### config.mk
export PLATFORM = sky130hd
export DESIGN_NAME = swcal_cmd
export DESIGN_NICKNAME = d
export VERILOG_FILES = /design/src/swcal_pkg.sv /design/src/swcal_line_fmt.sv /design/src/swcal_cmd.sv
export VERILOG_INCLUDE_DIRS = /design/src /design/src/src
export SDC_FILE = /design/constraint.sdc
export NUM_CORES = 1
export LEC_CHECK = 0
export BUFFER_PORTS_ARGS = -buffer_cell sky130_fd_sc_hd__buf_2
export CAP_MARGIN = 25
export CORE_MARGIN = 5
export CORE_UTILIZATION = 35
export CTS_CLUSTER_SIZE = 30
export DETAILED_ROUTE_END_ITERATION = 6
export GPL_TIMING_DRIVEN = 0
export HOLD_SLACK_MARGIN = 0.12
export SYNTH_ARGS = -nofsm -noshare
export SYNTH_HDL_FRONTEND = slang
export SYNTH_SLANG_ARGS = --single-unit
### constraint.sdc
create_clock -name sys_clk -period 5.1 [get_ports sys_clk]
set_input_delay 0.51 -clock sys_clk [delete_from_list [all_inputs] [get_ports sys_clk]]
set_output_delay 0.51 -clock sys_clk [all_outputs]
set_load 0.05 [all_outputs]
### src/swcal_cfg.svh
// Purpose: Constants of the standard weight calibration command handler.
// Assumes: Lines are plain ASCII bytes; the first two bytes name the command.
// Notes: Step patterns and default weights are set here; three steps, one external load.
`ifndef SWCAL_CFG_SVH
`define SWCAL_CFG_SVH

`define SWCAL_CH_HDR0 8'h43
`define SWCAL_CH_HDR1 8'h37
`define SWCAL_CH_SP 8'h20
`define SWCAL_CH_CR 8'h0D
`define SWCAL_CH_LF 8'h0A
`define SWCAL_CH_QT 8'h22
`define SWCAL_CH_PLUS 8'h2B
`define SWCAL_CH_MINUS 8'h2D
`define SWCAL_CH_INTOL 8'h30
`define SWCAL_CH_REQ 8'h52
`define SWCAL_CH_WAIT 8'h44
`define SWCAL_CH_PROG 8'h42
`define SWCAL_CH_ACK 8'h41
`define SWCAL_CH_BUSY 8'h49
`define SWCAL_CH_PERR 8'h4C
`define SWCAL_CH_CONF 8'h43
`define SWCAL_CH_UNIT 8'h67
`define SWCAL_CH_DIGIT0 8'h30
`define SWCAL_METHOD_LAST 8'h32
`define SWCAL_STEP_LAST 2'h2
`define SWCAL_LOAD_STEP 2'h1
`define SWCAL_LINE_MAX 5'h10
`define SWCAL_LOAD_POS 5'h05
`define SWCAL_LOAD_MAX 5'h0D
`define SWCAL_PAT_POS 5'h0C
`define SWCAL_VAL0_DEF 64'h0000_0000_3030_2E30
`define SWCAL_VAL1_DEF 64'h0000_3030_2E30_3031
`define SWCAL_VAL2_DEF 64'h0000_3030_2E30_3031
`define SWCAL_VLEN0_DEF 4'h4
`define SWCAL_VLEN12_DEF 4'h6
`define SWCAL_PAT0 8'h30
`define SWCAL_PAT1 8'h31

`endif

### src/swcal_pkg.sv
// Purpose: Types shared by the calibration command handler files.
// Assumes: Nothing beyond the constants header.
// Notes: Encodings are internal only.
`default_nettype none
package swcal_pkg;
	typedef enum logic [1:0] {LN_CODE = 2'b00, LN_METHOD = 2'b01, LN_STEP = 2'b10} swcal_line_type;
	typedef enum logic [1:0] {TOL_IN = 2'b00, TOL_ABOVE = 2'b01, TOL_BELOW = 2'b10} swcal_tol_type;
	typedef enum logic [1:0] {PC_QUERY = 2'b00, PC_START = 2'b01, PC_CONFIRM = 2'b10,
		PC_BAD = 2'b11} swcal_pcmd_type;
	typedef enum logic [2:0] {ST_IDLE = 3'b000, ST_LIST = 3'b001, ST_START = 3'b010,
		ST_REQ = 3'b011, ST_WAIT = 3'b100, ST_DONE = 3'b101, ST_ACK = 3'b110} swcal_state_type;
endpackage
`default_nettype wire

### src/swcal_line_fmt.sv
// Purpose: Gives the character at a position of one response line.
// Assumes: Fields other than the tolerance, which the caller re-registers every cycle, are held stable while the line is sent.
// Notes: Purely combinational; the caller registers the output byte.
`default_nettype none
`include "swcal_cfg.svh"
module swcal_line_fmt
(
	input wire swcal_pkg::swcal_line_type kind,
	input wire logic [7:0] code,
	input wire logic [7:0] num,
	input wire logic [7:0] stc,
	input wire logic [7:0] tol,
	input wire logic [7:0] pat,
	input wire logic plen,
	input wire logic [63:0] val,
	input wire logic [3:0] vlen,
	input wire logic [4:0] pos,
	output logic [7:0] ch,
	output logic last
);
	import swcal_pkg::*;
	logic [4:0] q;
	logic [4:0] v0;
	logic [4:0] vend;
	logic [4:0] len;
	logic [4:0] vi;

	// Field positions follow from the pattern and value lengths.
	always_comb
	begin
		q = `SWCAL_PAT_POS + {4'h0, plen};
		v0 = q + 5'h03;
		vend = v0 + {1'b0, vlen};
		vi = pos - v0;
		if (kind == LN_CODE)
			len = 5'h04;
		else if (kind == LN_METHOD)
			len = 5'h06;
		else if (vlen != 4'h0)
			len = vend + 5'h03;
		else
			len = vend + 5'h01;
		last = (pos == len + 5'h01);
		ch = `SWCAL_CH_SP;
		if (pos == len)
			ch = `SWCAL_CH_CR;
		else if (last)
			ch = `SWCAL_CH_LF;
		else if (pos == 5'h00)
			ch = `SWCAL_CH_HDR0;
		else if (pos == 5'h01)
			ch = `SWCAL_CH_HDR1;
		else if (pos == 5'h03)
			ch = code;
		else if (pos == 5'h05)
			ch = num;
		else if (pos == 5'h07)
			ch = stc;
		else if (pos == 5'h09)
			ch = tol;
		else if (pos == 5'h0B || pos == q || pos == q + 5'h02)
			ch = `SWCAL_CH_QT;
		else if (plen && pos == `SWCAL_PAT_POS)
			ch = pat;
		else if (pos >= v0 && pos < vend)
			ch = val[{vi[2:0], 3'b000} +: 8];
		else if (vlen == 4'h0 && pos == vend)
			ch = `SWCAL_CH_QT;
		else if (vlen != 4'h0 && pos == vend + 5'h01)
			ch = `SWCAL_CH_UNIT;
		else if (vlen != 4'h0 && pos == vend + 5'h02)
			ch = `SWCAL_CH_QT;
	end
endmodule
`default_nettype wire

### src/swcal_cmd.sv
// Purpose: Command handler for the standard weight calibration procedure.
// Assumes: Byte streams, step setting, busy and weighing inputs share sys_clk.
// Notes: One received command is held at a time; a later one while held is lost.
// Behaviour
// - Command with no argument is a query of all supported methods.
// - Query answer: progress line per method, acknowledge line with the last.
// - Command with method starts procedure, confirmation per step-control setting.
// - Unconfirmed run: start line, step progress lines, final acknowledge.
// - Confirmed run: confirm-type request, wait for bare confirm, then capture.
// - After a weight change the request is re-issued and reconfirmed.
// - Acknowledge only when the whole procedure completed.
// - While another command runs, reply busy once and nothing more.
// - Invalid parameter gives parameter error and no start.
// - State field is R when requesting weight, D once the step has been captured.
// - Tolerance field is plus above, minus below, zero within.
// - Placement pattern lists loads to place; empty for built-in weights.
`default_nettype none
`include "swcal_cfg.svh"
module swcal_cmd
(
	input wire logic sys_clk,
	input wire logic rst_n,
	input wire logic rx_valid,
	input wire logic [7:0] rx_data,
	input wire logic tx_ready,
	input wire logic step_confirmation_setting,
	input wire logic other_cmd_busy,
	input wire logic weight_stable,
	input wire swcal_pkg::swcal_tol_type tol_state,
	output logic tx_valid,
	output logic [7:0] tx_data,
	output logic step_capture,
	output logic cal_active
);
	import swcal_pkg::*;
	logic [7:0] buf_q [0:15];
	logic [4:0] cnt_q;
	logic pend_q;
	swcal_pcmd_type pend_kind_q;
	logic [7:0] pend_m_q;
	logic pend_load_q;
	logic [63:0] pend_val_q;
	logic [3:0] pend_vlen_q;
	logic [63:0] load_vec;
	logic [4:0] llen;
	swcal_state_type state_q;
	logic confirm_q;
	logic [1:0] step_q;
	logic [7:0] meth_q;
	swcal_line_type ln_kind_q;
	logic [7:0] ln_code_q;
	logic [7:0] ln_num_q;
	logic [7:0] ln_st_q;
	logic [7:0] ln_tol_q;
	logic ln_empty_q;
	logic line_go_q;
	logic busy_q;
	logic [4:0] pos_q;
	logic [7:0] fmt_ch;
	logic fmt_last;
	logic tx_idle;
	logic take;
	logic [63:0] val_q [0:2];
	logic [3:0] vlen_q [0:2];
	logic val_we_q;
	logic [1:0] val_sel_q;
	logic [63:0] val_wd_q;
	logic [3:0] vlen_wd_q;
	logic [7:0] pat_cur;
	logic plen_cur;
	logic [7:0] tol_ch;
	logic meth_ok;

	// Loaded weight text sits after the confirm or method field and its space.
	genvar g;
	generate
		for (g = 0; g < 8; g++)
		begin : g_load
			assign load_vec[8 * g +: 8] = buf_q[5 + g];
		end
	endgenerate
	assign llen = cnt_q - `SWCAL_LOAD_POS;

	// Receive bytes into the line buffer and decode the line at CR.
	always_ff @(posedge sys_clk or negedge rst_n)
	begin
		if (!rst_n)
		begin
			cnt_q <= 5'h00;
			pend_q <= 1'b0;
			pend_kind_q <= PC_BAD;
			pend_m_q <= 8'h00;
			pend_load_q <= 1'b0;
			pend_val_q <= 64'h0;
			pend_vlen_q <= 4'h0;
			for (int i = 0; i < 16; i++)
				buf_q[i] <= 8'h00;
		end
		else
		begin
			if (take)
				pend_q <= 1'b0;
			if (rx_valid && rx_data == `SWCAL_CH_CR)
			begin
				cnt_q <= 5'h00;
				if (cnt_q >= 5'h02 && buf_q[0] == `SWCAL_CH_HDR0 && buf_q[1] == `SWCAL_CH_HDR1
					&& (!pend_q || take))
				begin
					pend_q <= 1'b1;
					pend_m_q <= buf_q[3];
					pend_val_q <= load_vec;
					pend_vlen_q <= llen[3:0];
					pend_load_q <= (cnt_q > 5'h04);
					if (cnt_q == 5'h02)
						pend_kind_q <= PC_QUERY;
					else if (buf_q[2] != `SWCAL_CH_SP || cnt_q == 5'h03 || cnt_q == 5'h05
						|| cnt_q > `SWCAL_LOAD_MAX || (cnt_q > 5'h04 && buf_q[4] != `SWCAL_CH_SP))
						pend_kind_q <= PC_BAD;
					else if (buf_q[3] == `SWCAL_CH_CONF)
						pend_kind_q <= PC_CONFIRM;
					else
						pend_kind_q <= PC_START;
				end
			end
			else if (rx_valid && rx_data != `SWCAL_CH_LF && cnt_q != `SWCAL_LINE_MAX)
			begin
				buf_q[cnt_q[3:0]] <= rx_data;
				cnt_q <= cnt_q + 5'h01;
			end
		end
	end

	// Per-step required weight, reloaded by a start load or a confirm load.
	generate
		for (g = 0; g < 3; g++)
		begin : g_step
			always_ff @(posedge sys_clk or negedge rst_n)
			begin
				if (!rst_n)
				begin
					val_q[g] <= (g == 0) ? `SWCAL_VAL0_DEF : (g == 1) ? `SWCAL_VAL1_DEF
						: `SWCAL_VAL2_DEF;
					vlen_q[g] <= (g == 0) ? `SWCAL_VLEN0_DEF : `SWCAL_VLEN12_DEF;
				end
				else if (val_we_q && val_sel_q == 2'(g))
				begin
					val_q[g] <= val_wd_q;
					vlen_q[g] <= vlen_wd_q;
				end
			end
		end
	endgenerate

	// Step 0 unloads, step 1 takes external load 1, step 2 uses built-in weights.
	always_comb
	begin
		pat_cur = (step_q == 2'h0) ? `SWCAL_PAT0 : `SWCAL_PAT1;
		plen_cur = (step_q != `SWCAL_STEP_LAST);
		unique case (tol_state)
			TOL_ABOVE: tol_ch = `SWCAL_CH_PLUS;
			TOL_BELOW: tol_ch = `SWCAL_CH_MINUS;
			default: tol_ch = `SWCAL_CH_INTOL;
		endcase
	end

	assign tx_idle = !busy_q && !line_go_q;
	assign take = pend_q && tx_idle;
	assign meth_ok = pend_m_q >= `SWCAL_CH_DIGIT0 && pend_m_q <= `SWCAL_METHOD_LAST;

	// Procedure sequencer; a held command is served before the next own line.
	always_ff @(posedge sys_clk or negedge rst_n)
	begin
		if (!rst_n)
		begin
			state_q <= ST_IDLE;
			confirm_q <= 1'b0;
			step_q <= 2'h0;
			meth_q <= 8'h00;
			ln_kind_q <= LN_CODE;
			ln_code_q <= 8'h00;
			ln_num_q <= 8'h00;
			ln_st_q <= 8'h00;
			ln_tol_q <= 8'h00;
			ln_empty_q <= 1'b0;
			line_go_q <= 1'b0;
			val_we_q <= 1'b0;
			val_sel_q <= 2'h0;
			val_wd_q <= 64'h0;
			vlen_wd_q <= 4'h0;
			step_capture <= 1'b0;
			cal_active <= 1'b0;
		end
		else
		begin
			line_go_q <= 1'b0;
			val_we_q <= 1'b0;
			step_capture <= 1'b0;
			cal_active <= (state_q != ST_IDLE);
			ln_tol_q <= tol_ch;
			if (take)
			begin
				line_go_q <= 1'b1;
				ln_kind_q <= LN_CODE;
				if (pend_kind_q != PC_CONFIRM && (state_q != ST_IDLE || other_cmd_busy))
					ln_code_q <= `SWCAL_CH_BUSY;
				else if (pend_kind_q == PC_QUERY)
				begin
					line_go_q <= 1'b0;
					meth_q <= `SWCAL_CH_DIGIT0;
					state_q <= ST_LIST;
				end
				else if (pend_kind_q == PC_START && meth_ok)
				begin
					line_go_q <= 1'b0;
					confirm_q <= step_confirmation_setting;
					val_we_q <= pend_load_q;
					val_sel_q <= `SWCAL_LOAD_STEP;
					val_wd_q <= pend_val_q;
					vlen_wd_q <= pend_vlen_q;
					state_q <= ST_START;
				end
				else if (pend_kind_q == PC_CONFIRM && state_q == ST_WAIT && confirm_q)
				begin
					line_go_q <= 1'b0;
					if (pend_load_q)
					begin
						val_we_q <= 1'b1;
						val_sel_q <= step_q;
						val_wd_q <= pend_val_q;
						vlen_wd_q <= pend_vlen_q;
						state_q <= ST_REQ;
					end
					else
					begin
						step_capture <= 1'b1;
						state_q <= ST_DONE;
					end
				end
				else
					ln_code_q <= `SWCAL_CH_PERR;
			end
			else if (tx_idle)
			begin
				unique case (state_q)
					ST_IDLE:
						;
					ST_LIST:
					begin
						line_go_q <= 1'b1;
						ln_kind_q <= LN_METHOD;
						ln_num_q <= meth_q;
						ln_code_q <= (meth_q == `SWCAL_METHOD_LAST) ? `SWCAL_CH_ACK
							: `SWCAL_CH_PROG;
						meth_q <= meth_q + 8'h01;
						if (meth_q == `SWCAL_METHOD_LAST)
							state_q <= ST_IDLE;
					end
					ST_START:
					begin
						line_go_q <= 1'b1;
						ln_kind_q <= LN_CODE;
						ln_code_q <= `SWCAL_CH_PROG;
						step_q <= 2'h0;
						// Clears a wait state left by an earlier run so step 0 is not skipped.
						ln_st_q <= `SWCAL_CH_REQ;
						state_q <= ST_REQ;
					end
					ST_REQ:
					begin
						line_go_q <= 1'b1;
						ln_kind_q <= LN_STEP;
						ln_code_q <= confirm_q ? `SWCAL_CH_CONF : `SWCAL_CH_PROG;
						ln_st_q <= `SWCAL_CH_REQ;
						// The step only advances after a captured one, so a re-issue keeps it.
						if (ln_st_q == `SWCAL_CH_WAIT)
						begin
							step_q <= step_q + 2'h1;
							ln_num_q <= `SWCAL_CH_DIGIT0 + {6'h00, step_q + 2'h1};
						end
						else
							ln_num_q <= `SWCAL_CH_DIGIT0 + {6'h00, step_q};
						ln_empty_q <= 1'b0;
						state_q <= ST_WAIT;
					end
					ST_WAIT:
						if (!confirm_q && weight_stable)
						begin
							step_capture <= 1'b1;
							state_q <= ST_DONE;
						end
					ST_DONE:
					begin
						line_go_q <= 1'b1;
						ln_kind_q <= LN_STEP;
						ln_code_q <= `SWCAL_CH_PROG;
						ln_st_q <= `SWCAL_CH_WAIT;
						ln_num_q <= `SWCAL_CH_DIGIT0 + {6'h00, step_q};
						ln_empty_q <= 1'b1;
						if (step_q == `SWCAL_STEP_LAST)
							state_q <= ST_ACK;
						else
							state_q <= ST_REQ;
					end
					ST_ACK:
					begin
						line_go_q <= 1'b1;
						ln_kind_q <= LN_CODE;
						ln_code_q <= `SWCAL_CH_ACK;
						state_q <= ST_IDLE;
					end
					default:
						state_q <= ST_IDLE;
				endcase
			end
		end
	end

	swcal_line_fmt u_fmt
	(
		.kind(ln_kind_q),
		.code(ln_code_q),
		.num(ln_num_q),
		.stc(ln_st_q),
		.tol(ln_tol_q),
		.pat(pat_cur),
		.plen(plen_cur),
		.val(val_q[step_q]),
		.vlen(ln_empty_q ? 4'h0 : vlen_q[step_q]),
		.pos(pos_q),
		.ch(fmt_ch),
		.last(fmt_last)
	);

	// Byte sender; the last byte leaves busy early so the next line can be set up.
	always_ff @(posedge sys_clk or negedge rst_n)
	begin
		if (!rst_n)
		begin
			busy_q <= 1'b0;
			pos_q <= 5'h00;
			tx_valid <= 1'b0;
			tx_data <= 8'h00;
		end
		else
		begin
			if (tx_valid && tx_ready)
				tx_valid <= 1'b0;
			if (line_go_q)
			begin
				busy_q <= 1'b1;
				pos_q <= 5'h00;
			end
			else if (busy_q && (!tx_valid || tx_ready))
			begin
				tx_valid <= 1'b1;
				tx_data <= fmt_ch;
				pos_q <= pos_q + 5'h01;
				if (fmt_last)
					busy_q <= 1'b0;
			end
		end
	end
endmodule
`default_nettype wire

==> run_results.csv <==
group,metric,value,unit
clock_tree,post_cts_buffers,0,
job,max_cap_violations,0,
floorplanning,pin_count,28,
timing,hold_slack,0.1560,ns
timing,clock.fmax,207.7,MHz
synthesis,yosysWarnings,0,
drt,drt_wl_total,59.10,mm
drt,vias,14200,
timing,tns,0,ns
grt,grt_antenna_before_repair,1,
clock_tree,htreeDepth,2,
run_status,status,"complete, no violations",
cells_and_area,nets,1828,
timing,period_share,94.38,%
cells_and_area,fin_area,0.02680,mm^2
setup_path,r2r_cells,14,
placed_design,dpl.hpwl,41.89,mm
setup_path,setup.worst_path.start_class,"register",
synthesis,yosysSeqAreaShare,55.73,%
drt,detail_route.first_pass.iterations,4,
drt,drt-initial-drc-count,918,
synthesis,synth_cell_type_count,88,
drt,wire_per_inst,21.92,um
synthesis,synthCells,1682,
grt,grt_overflow_total,0,
timing,final_hold_viol_count,0,
synthesis,synth-main-ff-cell,"dfrtp_1",
timing,worst_slew_pin_slew,1.051,ns
setup_path,worstSetupPathType,"register to register",
setup_path,crit_path_end_kind,"register",
timing,finClkSkew,0.02216,ns
setup_path,cp_top_family,"buffers and inverters",
clock_tree,root_buffer,"clkbuf_16",
setup_path,crit_path_frequent_cell,"buf_2",
setup_path,required,5.57,ns
timing,relSlewSlack,29.69,%
grt,grt_pass1_wl,91.15,mm
grt,grt_pass1_vias,14760,
synthesis,ys_ff_latch,520,
clock_tree,numCtsBuffers,55,
pwr,switchingPower,3.920,mW
floorplanning,num_rows,95,
placed_design,dp_cells,2590,
cells_and_area,antenna_cells,0,
cells_and_area,area_delta_synth_final,14.25,%
timing,layout_min_cycle_time,4.814,ns
timing,setup-violations-final,0,
cells_and_area,layout-drive-gt1-share,39.88,%
clock_tree,insertion_delay,0.61,ns
floorplanning,core_area,0.06680,mm^2
clock_tree,path_clk_slew,0.06,ns
synthesis,synth_edf_count,0,
floorplanning,fp.dieH,268.9,um
grt,grt_max_degree,127,
timing,drv_slew,0,
cells_and_area,finalNonFillerCells,2696,
setup_path,cp_cell_sequence,"buf_6 -> clkinv_1 -> clkbuf_2 -> ha_2 -> ha_1 -> buf_2 -> buf_2 -> buf_2 -> mux4_2 -> mux4_2 -> a211oi_1 -> o22ai_1 -> nand2_1 -> o31ai_1",
drt,ant_nets,0,
clock_tree,cts.sinks,520,
synthesis,synth_nets,1733,
synthesis,avgSynthCellArea,13.94,um^2
pwr,power_density,464.2,mW/mm^2
placed_design,dpl_cell_area,0.02486,mm^2
synthesis,netlist_area,0.02345,mm^2
floorplanning,die_x,268.9,um
setup_path,crit_path_max_fanout,11,
setup_path,slowest_stage,"mux4_2",
floorplanning,start_util,35.11,%
setup_path,crit_arrival,5.28,ns
setup_path,slowest_delay,0.49,ns
pwr,switching_share,31.51,%
drt,drc_errors,0,
placed_design,io_buffers,27,
worst_hold_path,holdPathStages,2,
pwr,internal-power,8.520,mW
grt,grt_usage,16.40,%
pwr,comb_power_share,26.2,%
worst_hold_path,min_path_type,"input pin to register",
placed_design,gp_congestion,0.8816,
setup_path,reg2reg_from,"step_q[0]",
pwr,ir_drop,286.2,uV
clock_tree,clock_path_buffers,3,
pwr,p_leak,12.36,nW
pwr,p_clk_share,33.2,%
drt,viasPerCell,5.269,
setup_path,reg2reg_to,"tx_data[5]",
timing,rsz0062_at_grt,"no",
setup_path,regToRegSetupSlack,0.29,ns
floorplanning,fp.dieArea,0.07229,mm^2
setup_path,path_buf_inv,6,
worst_hold_path,whs_endpoint,"confirm_q",
synthesis,async_flop_share,100.0,%
clock_tree,cts_tree,"yes",
pwr,power_frac_seq,40.6,%
worst_hold_path,hp-start,"step_confirmation_setting",
-- cell usage after synthesis, types with 6 or more instances --
library cell    n  area share [%]
a211oi_1        7            0.22
a21oi_1        35            0.75
a31oi_1         7            0.19
and3_1          6            0.16
buf_1          23            0.37
buf_2          16            0.34
clkbuf_1       48            0.77
dfrtp_1       473              50
dfstp_2        47             5.3
ha_1           32             1.7
inv_1          24            0.38
mux2_1         10            0.48
mux2_2        444              21
mux2i_1        13            0.55
mux4_2         56             5.4
nand2_1        85             1.4
nand2b_1       15            0.40
nand3_1        25            0.53
nand4_1         8            0.21
nor2_1         72             1.2
nor2b_1         7            0.19
nor3_1         13            0.28
nor4_1          8            0.21
nor4b_1         6            0.22
o211ai_1        6            0.19
o21a_1          6            0.19
o21ai_0        45            0.96
o22ai_1         7            0.19
xnor2_1        16            0.60
xor2_1         19            0.71
-- per-stage QoR --
step	worst slack (ns)	power (mW)	utilization, %
after global placement	-6.793	8.237	36.95
after detailed placement	-0.1379	8.354	37.21
after floorplan	0.8766	7.361	-
final	0.2864	12.44	40.11
after CTS	0.04940	12.53	40.07
after global routing	0.01656	13.06	40.11
-- repair_timing --
| action | CTS | global route |
|---|---|---|
| hold endpoints to repair | 76 | 0 |
| setup endpoints to repair | 8 | 8 |
| hold buffers | 1 | 0 |
| gates resized for setup | 5 | 3 |
-- state kept, by name, summed over array words and instances, names as in the netlist, 2 cells and up --
signal and cells:
buf_q 104, cnt_q 5, ln_code_q 5, ln_kind_q 2
ln_num_q 8, ln_st_q 3, ln_tol_q 5, meth_q 8
pend_kind_q 2, pend_m_q 8, pend_val_q 64, pend_vlen_q 4
pos_q 5, state_q 3, step_q 2, tx_data 8
val_q 192, val_sel_q 2, val_wd_q 64, vlen_q 12
vlen_wd_q 4
-- worst register-to-register path: stages, from the launching register on --
cell	delay, ns
dfrtp_1	0.37
buf_6	0.16
clkinv_1	0.15
clkbuf_2	0.26
ha_2	0.33
ha_1	0.32
buf_2	0.36
buf_2	0.49
buf_2	0.48
mux4_2	0.42
mux4_2	0.49
a211oi_1	0.48
o22ai_1	0.20
nand2_1	0.11
o31ai_1	0.06
-- cell type report --
class	instances	area, um^2
fill	6232	40000
sequential	520	13070
timing repair buffer	38	336.6
tap	873	1092
inverter	26	98.84
clock inverter	16	203.9
buffer	90	380.4
multi-input combinational	1046	9927
clock buffer	87	1687
-- how the worst max path moves through the flow --
stage,endpoint,slack [ns],startpoint,cells after the start
2_1_floorplan,tx_data[6],0.88,step_q[0],17
3_3_place_gp,ln_num_q[3],-6.79,rst_n,1
3_5_place_dp,tx_data[4],-0.14,step_q[0],15
4_1_cts,tx_data[1],0.05,step_q[0],17
5_1_grt,tx_data[1],0.02,step_q[1],19
6_report,tx_data[5],0.29,step_q[0],14
-- metal layers --
metal / global-route usage [%] / vias to the layer above / wire [um] / share of wire [%]
met5: 0 / - / 0 / 0
met4: 4.917 / 0 / 1693 / 2.9
met2: 26.44 / 275 / 28010 / 47
li1: - / 6317 / - / -
met3: 2.637 / 88 / 2400 / 4.1
met1: 23.06 / 7524 / 27000 / 46
-- power by group through the flow --
stage	registers, mW	logic, mW	clock network, mW
4_1_cts	5.06	3.25	4.22
6_report	5.06	3.26	4.12
5_1_grt	5.13	3.56	4.37
3_3_place_gp	5.10	3.14	0
2_1_floorplan	5.12	2.24	0
3_5_place_dp	5.13	3.22	0
-- cells in the final DEF, fill, tap and decap left out, types with 7 or more instances in the layout --
cell / netlist / final
a211oi_1: 7 / 7
nor2b_1: 7 / 7
clkbuf_16: 0 / 55
mux2_1: 10 / 10
nor3_1: 13 / 13
mux4_2: 56 / 56
o22ai_1: 7 / 7
a21oi_1: 35 / 33
a31oi_1: 7 / 7
mux2_2: 444 / 444
nand3_1: 25 / 25
buf_1: 23 / 23
dfrtp_1: 473 / 473
xor2_1: 19 / 18
nand2_1: 85 / 85
nor2_1: 72 / 72
dfstp_2: 47 / 47
clkinv_2: 1 / 9
mux2i_1: 13 / 13
inv_1: 24 / 24
xnor2_1: 16 / 16
buf_6: 2 / 7
nand2b_1: 15 / 15
ha_1: 32 / 31
nor4_1: 8 / 8
nand4_1: 8 / 8
o21ai_0: 45 / 45
clkbuf_1: 48 / 58
clkbuf_8: 0 / 19
buf_2: 16 / 42
-- kinds of logic (layout without fill, tap and decap cells) --
kind of cell | count (synthesis) | count (layout) | synth area share, %
and+or+nand+nor | 278 | 278 | 5.863
muxes | 524 | 524 | 27.79
adders and majority gates | 35 | 35 | 1.920
DFF | 520 | 520 | 55.73
AOI/OAI and AO/OA | 170 | 170 | 5.057
other | 1 | 1 | 0.01599
xor gates and xnor gates | 38 | 38 | 1.595
buffers and inverters | 116 | 257 | 2.027
Power figures use the tool's default switching activity.
